**src/verilog/tcm_pkg.sv**
```systemverilog
// constants and types shared by the timer channel mode block
`default_nettype none

package tcm_pkg;

   // register data and address widths
   localparam int DATA_W = 16;
   localparam int ADDR_W = 4;

   // register byte offsets
   localparam logic [ADDR_W-1:0] ADDR_MODE = 4'h0;
   localparam logic [ADDR_W-1:0] ADDR_CTRL = 4'h4;
   localparam logic [ADDR_W-1:0] ADDR_DATA = 4'h8;
   localparam logic [ADDR_W-1:0] ADDR_STAT = 4'hC;

   // mode register fields (output and input views share bits)
   localparam int MODE_W      = 8;
   localparam int MODE_DIR_LO = 0;
   localparam int MODE_IMM    = 2;
   localparam int MODE_PRE    = 3;
   localparam int MODE_OCT_LO = 4;
   localparam int MODE_DIV_LO = 2;
   localparam int MODE_DF_LO  = 4;

   // channel control register fields
   localparam int CTRL_EN  = 0;
   localparam int CTRL_POL = 1;
   localparam int CTRL_CP  = 3;

   // status register fields
   localparam int STAT_RAW    = 0;
   localparam int STAT_FILT   = 1;
   localparam int STAT_CNT_LO = 2;

   // reset values
   localparam logic [MODE_W-1:0] MODE_RST = 8'h00;
   localparam logic [3:0]        CTRL_RST = 4'h0;
   localparam logic [DATA_W-1:0] DATA_RST = 16'h0000;

   // direction codes
   localparam logic [1:0] DIR_OUT = 2'b00;
   localparam logic [1:0] DIR_IN  = 2'b01;

   // output control codes
   localparam logic [2:0] OC_OFF    = 3'b000;
   localparam logic [2:0] OC_HI_M   = 3'b001;
   localparam logic [2:0] OC_LO_M   = 3'b010;
   localparam logic [2:0] OC_TOG    = 3'b011;
   localparam logic [2:0] OC_F_LO   = 3'b100;
   localparam logic [2:0] OC_F_HI   = 3'b101;
   localparam logic [2:0] OC_PWM_A  = 3'b110;
   localparam logic [2:0] OC_PWM_B  = 3'b111;

   // active edge selection {complementary, polarity}
   localparam logic [1:0] EDGE_RISE = 2'b00;
   localparam logic [1:0] EDGE_FALL = 2'b01;
   localparam logic [1:0] EDGE_BOTH = 2'b11;

   // capture prescaler limits (edges minus one)
   localparam logic [2:0] PSC_LIM1 = 3'h0;
   localparam logic [2:0] PSC_LIM2 = 3'h1;
   localparam logic [2:0] PSC_LIM4 = 3'h3;
   localparam logic [2:0] PSC_LIM8 = 3'h7;

   // filter setting: sample source, base clock divide, run length
   typedef struct packed {
      logic       use_int;
      logic [5:0] div;
      logic [3:0] n;
   } tcm_filt_t;

   function automatic tcm_filt_t tcm_filt_cfg(input logic [3:0] code);
      tcm_filt_t f;
      f = '{use_int: 1'b0, div: 6'h01, n: 4'h1};
      unique case (code)
         4'h0: f = '{1'b0, 6'h01, 4'h1};
         4'h1: f = '{1'b1, 6'h01, 4'h2};
         4'h2: f = '{1'b1, 6'h01, 4'h4};
         4'h3: f = '{1'b1, 6'h01, 4'h8};
         4'h4: f = '{1'b0, 6'h02, 4'h6};
         4'h5: f = '{1'b0, 6'h02, 4'h8};
         4'h6: f = '{1'b0, 6'h04, 4'h6};
         4'h7: f = '{1'b0, 6'h04, 4'h8};
         4'h8: f = '{1'b0, 6'h08, 4'h6};
         4'h9: f = '{1'b0, 6'h08, 4'h8};
         4'hA: f = '{1'b0, 6'h10, 4'h5};
         4'hB: f = '{1'b0, 6'h10, 4'h6};
         4'hC: f = '{1'b0, 6'h10, 4'h8};
         4'hD: f = '{1'b0, 6'h20, 4'h5};
         4'hE: f = '{1'b0, 6'h20, 4'h6};
         4'hF: f = '{1'b0, 6'h20, 4'h8};
      endcase
      return f;
   endfunction

endpackage

`default_nettype wire

```
**src/verilog/tcm_input_filter.sv**
```systemverilog
// run-length digital filter for the channel input
`timescale 1ns/100ps
`default_nettype none

module tcm_input_filter #(
   parameter int N_W = 4
) (
   // clock and reset
   input  wire logic           mclk,
   input  wire logic           arst_n,
   // sampling control
   input  wire logic           sample_en,
   input  wire logic [N_W-1:0] n_needed,
   // data
   input  wire logic           din,
   output var  logic           dout
);

   logic           level_reg;
   logic           level_next;
   logic [N_W-1:0] run_reg;
   logic [N_W-1:0] run_next;

   if (N_W < 4) begin : g_chk
      $error("tcm_input_filter: N_W must hold a run of 8");
   end

   // a new level passes only after n_needed equal samples in a row
   always_comb begin
      level_next = level_reg;
      run_next   = run_reg;
      if (sample_en) begin
         if (din == level_reg) begin
            run_next = '0;                     // glitch ends the run
         end else if (run_reg + 1'b1 >= n_needed) begin
            level_next = din;
            run_next   = '0;
         end else begin
            run_next = run_reg + 1'b1;
         end
      end
   end

   always_ff @(posedge mclk or negedge arst_n) begin
      if (!arst_n) begin
         level_reg <= 1'b0;
         run_reg   <= '0;
      end else begin
         level_reg <= level_next;
         run_reg   <= run_next;
      end
   end

   assign dout = level_reg;

endmodule // tcm_input_filter

`default_nettype wire

```
**src/verilog/tcm_channel.sv**
```systemverilog
// timer channel 1 mode logic: compare output, input filter and capture
//
// Decided for this implementation: the register addresses and the plain strobed port.
`timescale 1ns/100ps
`default_nettype none

// Behaviour
// - On an enabled output channel, any output control code other than disconnected drives the channel output from the raw output, modified by polarity.
// - With compare preload off, a written compare value is used by the comparator at once.
// - With compare preload on, a written value waits in a shadow and moves to the active value on overflow.
// - With immediate output off, PWM modes change the output only through the counter versus compare result.
// - With immediate output on in a PWM mode, a trigger drives the output at once without the compare.
// - Direction code 00 makes the channel an output, 01 an input from the filtered input; 10 and 11 are reserved.
// - The filter passes a new input level only after N consecutive equal samples.
// - Filter code 0000 does no filtering at the base rate; codes 0001 to 0011 sample at the timer clock with N of 2, 4, 8.
// - Filter codes 0100 to 1001 sample at base clock over 2, 2, 4, 4, 8, 8 with N alternating 6 and 8.
// - Filter codes 1010 to 1100 sample at base over 16 and 1101 to 1111 at base over 32, N of 5, 6, 8.
// - Prescaler codes 00 to 11 capture on every 1st, 2nd, 4th or 8th active edge.
// - The prescaler edge count is cleared while the channel is disabled.
// - In output mode polarity 0 keeps the output active high and 1 makes it active low.
// - With the channel disabled, not in output direction or on output control code 000 the output is held at 0, else it is the raw output after polarity.
module tcm_channel
   import tcm_pkg::*;
#(
   parameter int DTS_DIV = 1
) (
   // clock and reset
   input  wire logic              mclk,
   input  wire logic              arst_n,
   // register port
   input  wire logic [ADDR_W-1:0] addr,
   input  wire logic [DATA_W-1:0] wdata,
   input  wire logic              wr_stb,
   input  wire logic              rd_stb,
   output var  logic [DATA_W-1:0] rdata,
   // counter side
   input  wire logic [DATA_W-1:0] cnt_value,
   input  wire logic              cnt_down,
   input  wire logic              ovf_event,
   input  wire logic              trig_event,
   // pins and capture result
   input  wire logic              ch1_input,
   output var  logic              ch1_output,
   output var  logic              capture_pulse
);

   if (DTS_DIV < 1 || DTS_DIV > 255) begin : g_chk
      $error("tcm_channel: DTS_DIV must lie in 1..255");
   end

   // registers
   logic [MODE_W-1:0] mode_reg;
   logic [MODE_W-1:0] mode_next;
   logic [3:0]        ctrl_reg;
   logic [3:0]        ctrl_next;
   logic [DATA_W-1:0] shadow_reg;
   logic [DATA_W-1:0] shadow_next;
   logic [DATA_W-1:0] active_reg;
   logic [DATA_W-1:0] active_next;
   logic [DATA_W-1:0] rdata_reg;
   logic [DATA_W-1:0] rdata_next;

   // decoded fields
   logic [1:0] dir;
   logic       imm_en;
   logic       pre_en;
   logic [2:0] oc_code;
   logic [1:0] psc_code;
   logic [3:0] df_code;
   logic       ch_en;
   logic       pol;
   logic [1:0] edge_sel;
   logic       is_out;
   logic       is_in;

   assign dir      = mode_reg[MODE_DIR_LO +: 2];
   assign imm_en   = mode_reg[MODE_IMM];
   assign pre_en   = mode_reg[MODE_PRE];
   assign oc_code  = mode_reg[MODE_OCT_LO +: 3];
   assign psc_code = mode_reg[MODE_DIV_LO +: 2];
   assign df_code  = mode_reg[MODE_DF_LO +: 4];
   assign ch_en    = ctrl_reg[CTRL_EN];
   assign pol      = ctrl_reg[CTRL_POL];
   assign edge_sel = {ctrl_reg[CTRL_CP], ctrl_reg[CTRL_POL]};
   assign is_out   = (dir == DIR_OUT);
   assign is_in    = (dir == DIR_IN);         // reserved codes do neither

   // input synchroniser, base clock divider, sample divider
   logic       sync1_reg;
   logic       sync2_reg;
   logic [7:0] dts_cnt_reg;
   logic [7:0] dts_cnt_next;
   logic [5:0] smp_cnt_reg;
   logic [5:0] smp_cnt_next;
   logic       dts_tick;
   logic       sample_en;
   tcm_filt_t  fcfg;
   logic       filt_level;

   assign fcfg     = tcm_filt_cfg(df_code);
   assign dts_tick = (dts_cnt_reg == 8'(DTS_DIV - 1));

   // the base clock is a tick on mclk, so the filter needs no second domain
   always_comb begin
      dts_cnt_next = dts_tick ? 8'h00 : dts_cnt_reg + 8'h01;
      smp_cnt_next = smp_cnt_reg;
      sample_en    = 1'b0;
      if (fcfg.use_int) begin
         sample_en    = 1'b1;
         smp_cnt_next = 6'h00;
      end else if (dts_tick) begin
         if (smp_cnt_reg >= fcfg.div - 6'h01) begin
            sample_en    = 1'b1;
            smp_cnt_next = 6'h00;
         end else begin
            smp_cnt_next = smp_cnt_reg + 6'h01;
         end
      end
   end

   always_ff @(posedge mclk or negedge arst_n) begin
      if (!arst_n) begin
         sync1_reg   <= 1'b0;
         sync2_reg   <= 1'b0;
         dts_cnt_reg <= 8'h00;
         smp_cnt_reg <= 6'h00;
      end else begin
         sync1_reg   <= ch1_input;
         sync2_reg   <= sync1_reg;
         dts_cnt_reg <= dts_cnt_next;
         smp_cnt_reg <= smp_cnt_next;
      end
   end

   tcm_input_filter #(
      .N_W       (4)
   ) u_filter (
      .mclk      (mclk),
      .arst_n    (arst_n),
      .sample_en (sample_en),
      .n_needed  (fcfg.n),
      .din       (sync2_reg),
      .dout      (filt_level)
   );

   // edge detect and capture prescaler
   logic       filt_prev_reg;
   logic [2:0] psc_cnt_reg;
   logic [2:0] psc_cnt_next;
   logic       cap_reg;
   logic       cap_next;
   logic       act_edge;
   logic [2:0] psc_lim;

   always_comb begin
      unique case (edge_sel)
         EDGE_RISE: act_edge = filt_level & ~filt_prev_reg;
         EDGE_FALL: act_edge = ~filt_level & filt_prev_reg;
         EDGE_BOTH: act_edge = filt_level ^ filt_prev_reg;
         default:   act_edge = 1'b0;          // reserved edge code
      endcase
   end

   always_comb begin
      unique case (psc_code)
         2'b00: psc_lim = PSC_LIM1;
         2'b01: psc_lim = PSC_LIM2;
         2'b10: psc_lim = PSC_LIM4;
         2'b11: psc_lim = PSC_LIM8;
      endcase
   end

   // only filtered edges of the chosen sense count toward a capture
   always_comb begin
      psc_cnt_next = psc_cnt_reg;
      cap_next     = 1'b0;
      if (!ch_en) begin
         psc_cnt_next = 3'h0;
      end else if (is_in && act_edge) begin
         if (psc_cnt_reg >= psc_lim) begin
            cap_next     = 1'b1;
            psc_cnt_next = 3'h0;
         end else begin
            psc_cnt_next = psc_cnt_reg + 3'h1;
         end
      end
   end

   always_ff @(posedge mclk or negedge arst_n) begin
      if (!arst_n) begin
         filt_prev_reg <= 1'b0;
         psc_cnt_reg   <= 3'h0;
         cap_reg       <= 1'b0;
      end else begin
         filt_prev_reg <= filt_level;
         psc_cnt_reg   <= psc_cnt_next;
         cap_reg       <= cap_next;
      end
   end

   // register writes, compare preload and capture store
   logic wr_mode;
   logic wr_ctrl;
   logic wr_data;

   assign wr_mode = wr_stb && (addr == ADDR_MODE);
   assign wr_ctrl = wr_stb && (addr == ADDR_CTRL);
   assign wr_data = wr_stb && (addr == ADDR_DATA);

   // capture wins over a same-cycle write so no event is lost
   always_comb begin
      mode_next   = wr_mode ? wdata[MODE_W-1:0] : mode_reg;
      ctrl_next   = ctrl_reg;
      shadow_next = shadow_reg;
      active_next = active_reg;
      if (wr_ctrl) begin
         ctrl_next[CTRL_EN]  = wdata[CTRL_EN];
         ctrl_next[CTRL_POL] = wdata[CTRL_POL];
         ctrl_next[CTRL_CP]  = wdata[CTRL_CP];
      end
      if (wr_data) begin
         shadow_next = wdata;
         if (!pre_en) begin
            active_next = wdata;
         end
      end
      if (pre_en && ovf_event && is_out) begin
         active_next = shadow_reg;
      end
      if (cap_next) begin
         active_next = cnt_value;
      end
   end

   always_ff @(posedge mclk or negedge arst_n) begin
      if (!arst_n) begin
         mode_reg   <= MODE_RST;
         ctrl_reg   <= CTRL_RST;
         shadow_reg <= DATA_RST;
         active_reg <= DATA_RST;
      end else begin
         mode_reg   <= mode_next;
         ctrl_reg   <= ctrl_next;
         shadow_reg <= shadow_next;
         active_reg <= active_next;
      end
   end

   // raw compare output
   logic raw_reg;
   logic raw_next;
   logic hold_reg;
   logic hold_next;
   logic match;
   logic pwm;
   logic pwm_a_lvl;
   logic out_reg;
   logic out_next;

   assign match = (cnt_value == active_reg);
   assign pwm   = (oc_code == OC_PWM_A) || (oc_code == OC_PWM_B);

   // pwm A level per count direction, pwm B is its inverse
   always_comb begin
      if (cnt_down) begin
         pwm_a_lvl = !(active_reg < cnt_value);
      end else begin
         pwm_a_lvl = (active_reg > cnt_value);
      end
   end

   // a trigger forces the active level until the next compare match
   always_comb begin
      hold_next = hold_reg;
      if (!pwm || !imm_en || !is_out) begin
         hold_next = 1'b0;
      end else if (trig_event) begin
         hold_next = 1'b1;
      end else if (match) begin
         hold_next = 1'b0;
      end
      raw_next = raw_reg;
      unique case (oc_code)
         OC_OFF:   raw_next = raw_reg;
         OC_HI_M:  raw_next = match ? 1'b1 : raw_reg;
         OC_LO_M:  raw_next = match ? 1'b0 : raw_reg;
         OC_TOG:   raw_next = match ? ~raw_reg : raw_reg;
         OC_F_LO:  raw_next = 1'b0;
         OC_F_HI:  raw_next = 1'b1;
         OC_PWM_A: raw_next = hold_next ? 1'b1 : pwm_a_lvl;
         OC_PWM_B: raw_next = hold_next ? 1'b0 : ~pwm_a_lvl;
      endcase
   end

   // enabled output channel with a connected code follows raw xor polarity
   always_comb begin
      if (ch_en && is_out && (oc_code != OC_OFF)) begin
         out_next = raw_next ^ pol;
      end else begin
         out_next = 1'b0;
      end
   end

   always_ff @(posedge mclk or negedge arst_n) begin
      if (!arst_n) begin
         raw_reg  <= 1'b0;
         hold_reg <= 1'b0;
         out_reg  <= 1'b0;
      end else begin
         raw_reg  <= raw_next;
         hold_reg <= hold_next;
         out_reg  <= out_next;
      end
   end

   // read port, data valid the cycle after the strobe, zero otherwise
   always_comb begin
      rdata_next = '0;
      if (rd_stb) begin
         unique case (addr)
            ADDR_MODE: rdata_next[MODE_W-1:0] = mode_reg;
            ADDR_CTRL: rdata_next[3:0] = ctrl_reg;
            ADDR_DATA: rdata_next = active_reg;
            ADDR_STAT: begin
               rdata_next[STAT_RAW]            = raw_reg;
               rdata_next[STAT_FILT]           = filt_level;
               rdata_next[STAT_CNT_LO +: 3]    = psc_cnt_reg;
            end
            default:   rdata_next = '0;
         endcase
      end
   end

   always_ff @(posedge mclk or negedge arst_n) begin
      if (!arst_n) begin
         rdata_reg <= DATA_RST;
      end else begin
         rdata_reg <= rdata_next;
      end
   end

   assign rdata         = rdata_reg;
   assign ch1_output    = out_reg;
   assign capture_pulse = cap_reg;

endmodule // tcm_channel

`default_nettype wire

```
**config.mk**
```make
export PLATFORM = sky130hd
export DESIGN_NAME = tcm_channel
export DESIGN_NICKNAME = d
export VERILOG_FILES = /design/src/verilog/tcm_pkg.sv /design/src/verilog/tcm_input_filter.sv /design/src/verilog/tcm_channel.sv
export SDC_FILE = /design/constraint.sdc
export NUM_CORES = 1
export LEC_CHECK = 0
export ABC_AREA = 1
export BUFFER_PORTS_ARGS = -buffer_cell sky130_fd_sc_hd__buf_4
export CAP_MARGIN = 20
export CELL_PAD_IN_SITES_DETAIL_PLACEMENT = 1
export CELL_PAD_IN_SITES_GLOBAL_PLACEMENT = 2
export CORE_ASPECT_RATIO = 0.8
export CORE_MARGIN = 3
export CORE_UTILIZATION = 30
export CTS_BUF_LIST = sky130_fd_sc_hd__clkbuf_2
export CTS_CLUSTER_DIAMETER = 40
export DETAILED_ROUTE_END_ITERATION = 10
export PLACE_DENSITY_LB_ADDON = 0.1
export RECOVER_POWER = 25
export SKIP_CTS_REPAIR_TIMING = 1
export SLEW_MARGIN = 5
export SYNTH_ARGS = -nofsm -noshare
export SYNTH_HDL_FRONTEND = slang
export SYNTH_SLANG_ARGS = --single-unit
```
**constraint.sdc**
```tcl
create_clock -name mclk -period 6.3 [get_ports mclk]
set_input_delay 0.315 -clock mclk [delete_from_list [all_inputs] [get_ports mclk]]
set_output_delay 0.315 -clock mclk [all_outputs]
set_load 0.01 [all_outputs]
```
==> summary.md <==
| Metric | Value |
|---|---|
| Outcome | finished with violations |
| Failing checks | max-capacitance violations, max-slew violations |
| R2r startpoint | mode_reg[6] |
| Vias in the first global route | 4539 |
| Final Max Slew Viols | 42 |
| Min-delay worst type | input port to flop |
| Pwr Density | 285 nW/µm² |
| Register bit count reported by yosys | 88 |
| CP startpoint | mode_reg[6] |
| Die X | 152 µm |
| P_sw | 0.723 mW |
| CP Launch Type | flop |
| Slowest CP cell | dfrtp_1 |
| DIE HEIGHT | 123 µm |
| Family with the most delay on the worst path | flip-flops |
| CP required | 6780 ps |
| Most used cell along the critical path | nand2_1 |
| RSZ-0062 raised after global routing | no |
| Average wire per standard cell | 15.2 µm |
| Relative slew margins | -57.4% |
| Leakage | 3.19 nW |
| CTS Sinks | 88 |
| Fin crit share | 44.3% |
| Dpl cell area | 5770 µm² |
| First DRT Iteration DRCs | 139 |
| Sequential Power Share | 43.8% |
| Syn Nets | 705 |
| Slew @ Worst Pin | 2360 ps |
| Final nets | 794 |
| Total GRT Usage | 15.7% |
| # DRC | 0 |
| Fin. Hold Viols | 0 |
| Max Cap Viol | 1 |
| Final TNS setup | 0 ps |
| First-pass GRT wire length | 23300 µm |
| Inst Count DP | 885 |
| IO Pins | 62 |
| Htree depth | 3 |
| Port Buffer Count | 61 |
| Finished Cell Area | 6180 µm² |
| Max Fclk | 358 MHz |
| Worst hold start | cnt_value[1] |
| CP Capture Type | flop |
| Largest net degree at the start of global routing | 49 |
| Register area share after synthesis | 43.1% |
| Via count | 4420 |
| DIE AREA | 18600 µm² |
| Worst Skew | 49.6 ps |
| Post-layout min period | 2790 ps |
| Vias per cell | 4.74 |
| Worst-path cell chain | nor2_1 -> inv_1 -> ha_1 -> nand2_1 -> o21ai_0 -> o21ai_0 -> ha_1 -> nand2_1 -> o21a_1 -> nand3_1 -> inv_1 -> o21ai_4 -> nand2_1 -> nor2_1 -> a21oi_1 |
| Distinct cells, synth | 42 |
| Kind of critical path | flop to flop |
| 1st-pass router iterations | 4 |
| Yosys warning count | 0 |
| Peak supply drop | 100 µV |
| CP peak stage delay | 680 ps |
| Reg clk slew, reported paths | 260 ps |
| Clock Latency Late Sink | 610 ps |
| Final std cells w/o fill | 932 |
| # fillers | 2030 |
| Final wirelength | 14100 µm |
| Core box area | 16600 µm² |
| Mean Syn Cell Area | 8.28 µm² |
| Bufs and invs on worst path | 2 |
| Critical path peak fanout | 16 |
| Sw frac | 41.0% |
| Initial antenna violation count | 1 |
| Gpl congestion | 0.766 |
| Post-Synthesis Cells | 617 |
| # setup viols final | 0 |
| GRT overflow | 0 |
| TritonCTS clock tree | done |
| Inserted Clock Buffers | 9 |
| Initial Util | 30.8% |
| Commonest cells after routing, fill and taps aside | nand2_1 (124), inv_1 (109), dfrtp_1 (88) |
| Comb power frac | 38.5% |
| Row count | 42 |
| Clock share of power | 17.7% |
| Detail Route Antenna Nets | 0 |
| Synthesis-to-layout area growth | 20.9% |
| Layout cells sized above 1 | 13.4% |
| Post-DP HPWL | 10600 µm |
| Clk buf depth | 2 |
| CTS root buf | clkbuf_2 |
| Crit path DAT | 3270 ps |
| Internal Power | 1.04 mW |
| Most common cell after layout, fill and taps aside | nand2_1 |
| Mapped Area | 5110 µm² |
==> per-layer routing <==
layer,vias up,global-route usage (%),wire length [µm]
li1,2193,-,-
met1,2142,21.7,7140
met2,80,25.0,6330
met3,5,4.27,559
met4,0,3.26,112
met5,-,0,0
==> worst register-to-register path, stage by stage, from the launching register on <==
cell	delay [ps]
dfrtp_1	680
nor2_1	150
inv_1	120
ha_1	180
nand2_1	70
o21ai_0	70
o21ai_0	110
ha_1	280
nand2_1	60
o21a_1	180
nand3_1	210
inv_1	130
o21ai_4	210
nand2_1	90
nor2_1	100
a21oi_1	50
==> metrics by stage <==
stage               power (mW)  hold WS [ps]  utilization, %  setup WS (ps)
finish                    1.76          94.6            37.2           3510
global route              1.94          1.50            37.2           3210
CTS                       1.78          -410            35.5           3510
detailed placement        1.46           337            34.8           3580
global placement          1.43           344            34.8           3650
floorplan                 1.24          19.4               -           3920
==> logic make-up after synthesis <==
logic type      Yosys count  synth area share (%)
compound gates          139                  16.4
xor+xnor                 11                  1.89
fa+ha+maj                44                  10.8
buf+inv                 129                  10.1
flops                    88                  43.1
simple gates            206                  17.7
==> layout make-up <==
class / instances / area (µm²) / share of cell area, %
clock inverter: 6 / 67.6 / 1.09
inverter: 113 / 424 / 6.87
antenna: 1 / 2.50 / 0.0405
multi-input combinational: 400 / 2380 / 38.5
sequential: 88 / 2200 / 35.6
clock buffer: 10 / 50.0 / 0.810
tap: 220 / 275 / 4.46
timing repair buffer: 94 / 777 / 12.6
==> cell usage after synthesis (all sizes together) <==
master | instances | area share [%]
o32ai | 6 | 1.0
o22ai | 5 | 0.61
nand2 | 125 | 9.2
inv | 113 | 8.3
a21oi | 17 | 1.7
nor3 | 9 | 1.4
a2111oi | 1 | 0.17
o21a | 2 | 0.29
a221oi | 3 | 0.51
a21o | 1 | 0.15
nor4 | 1 | 0.42
o211ai | 20 | 3.0
clkbuf | 10 | 0.73
o31ai | 1 | 0.15
dfrtp | 88 | 43
o21ai | 74 | 7.5
nand3 | 25 | 2.9
nor2 | 39 | 2.9
buf | 6 | 1.1
o21bai | 1 | 0.15
xnor2 | 3 | 0.51
o221ai | 1 | 0.17
ha | 44 | 11
or2 | 4 | 0.49
a31oi | 2 | 0.24
nand4 | 3 | 0.37
xor2 | 8 | 1.4
a211oi | 4 | 0.59
o2111ai | 1 | 0.17
==> power groups by stage <==
stage	sequential [mW]	clock, mW	combinational (mW)
floorplan	0.752	0	0.485
global placement	0.776	0	0.651
detailed placement	0.784	0	0.674
CTS	0.773	0.332	0.678
global route	0.791	0.355	0.793
finish	0.772	0.311	0.678
==> worst paths after layout <==
path	end	slack, ps	cells after the start
worst min-delay path	active_reg[1]	90	5
worst max register to register	u_filter.dout	3510	15
worst min register to register	sync2_reg	400	0
worst max-delay path	u_filter.dout	3510	15
min in group asynchronous	active_reg[2]	920	2
max in group asynchronous	smp_cnt_reg[0]	3700	3
No activity file was read; power rests on OpenSTA's default activity.
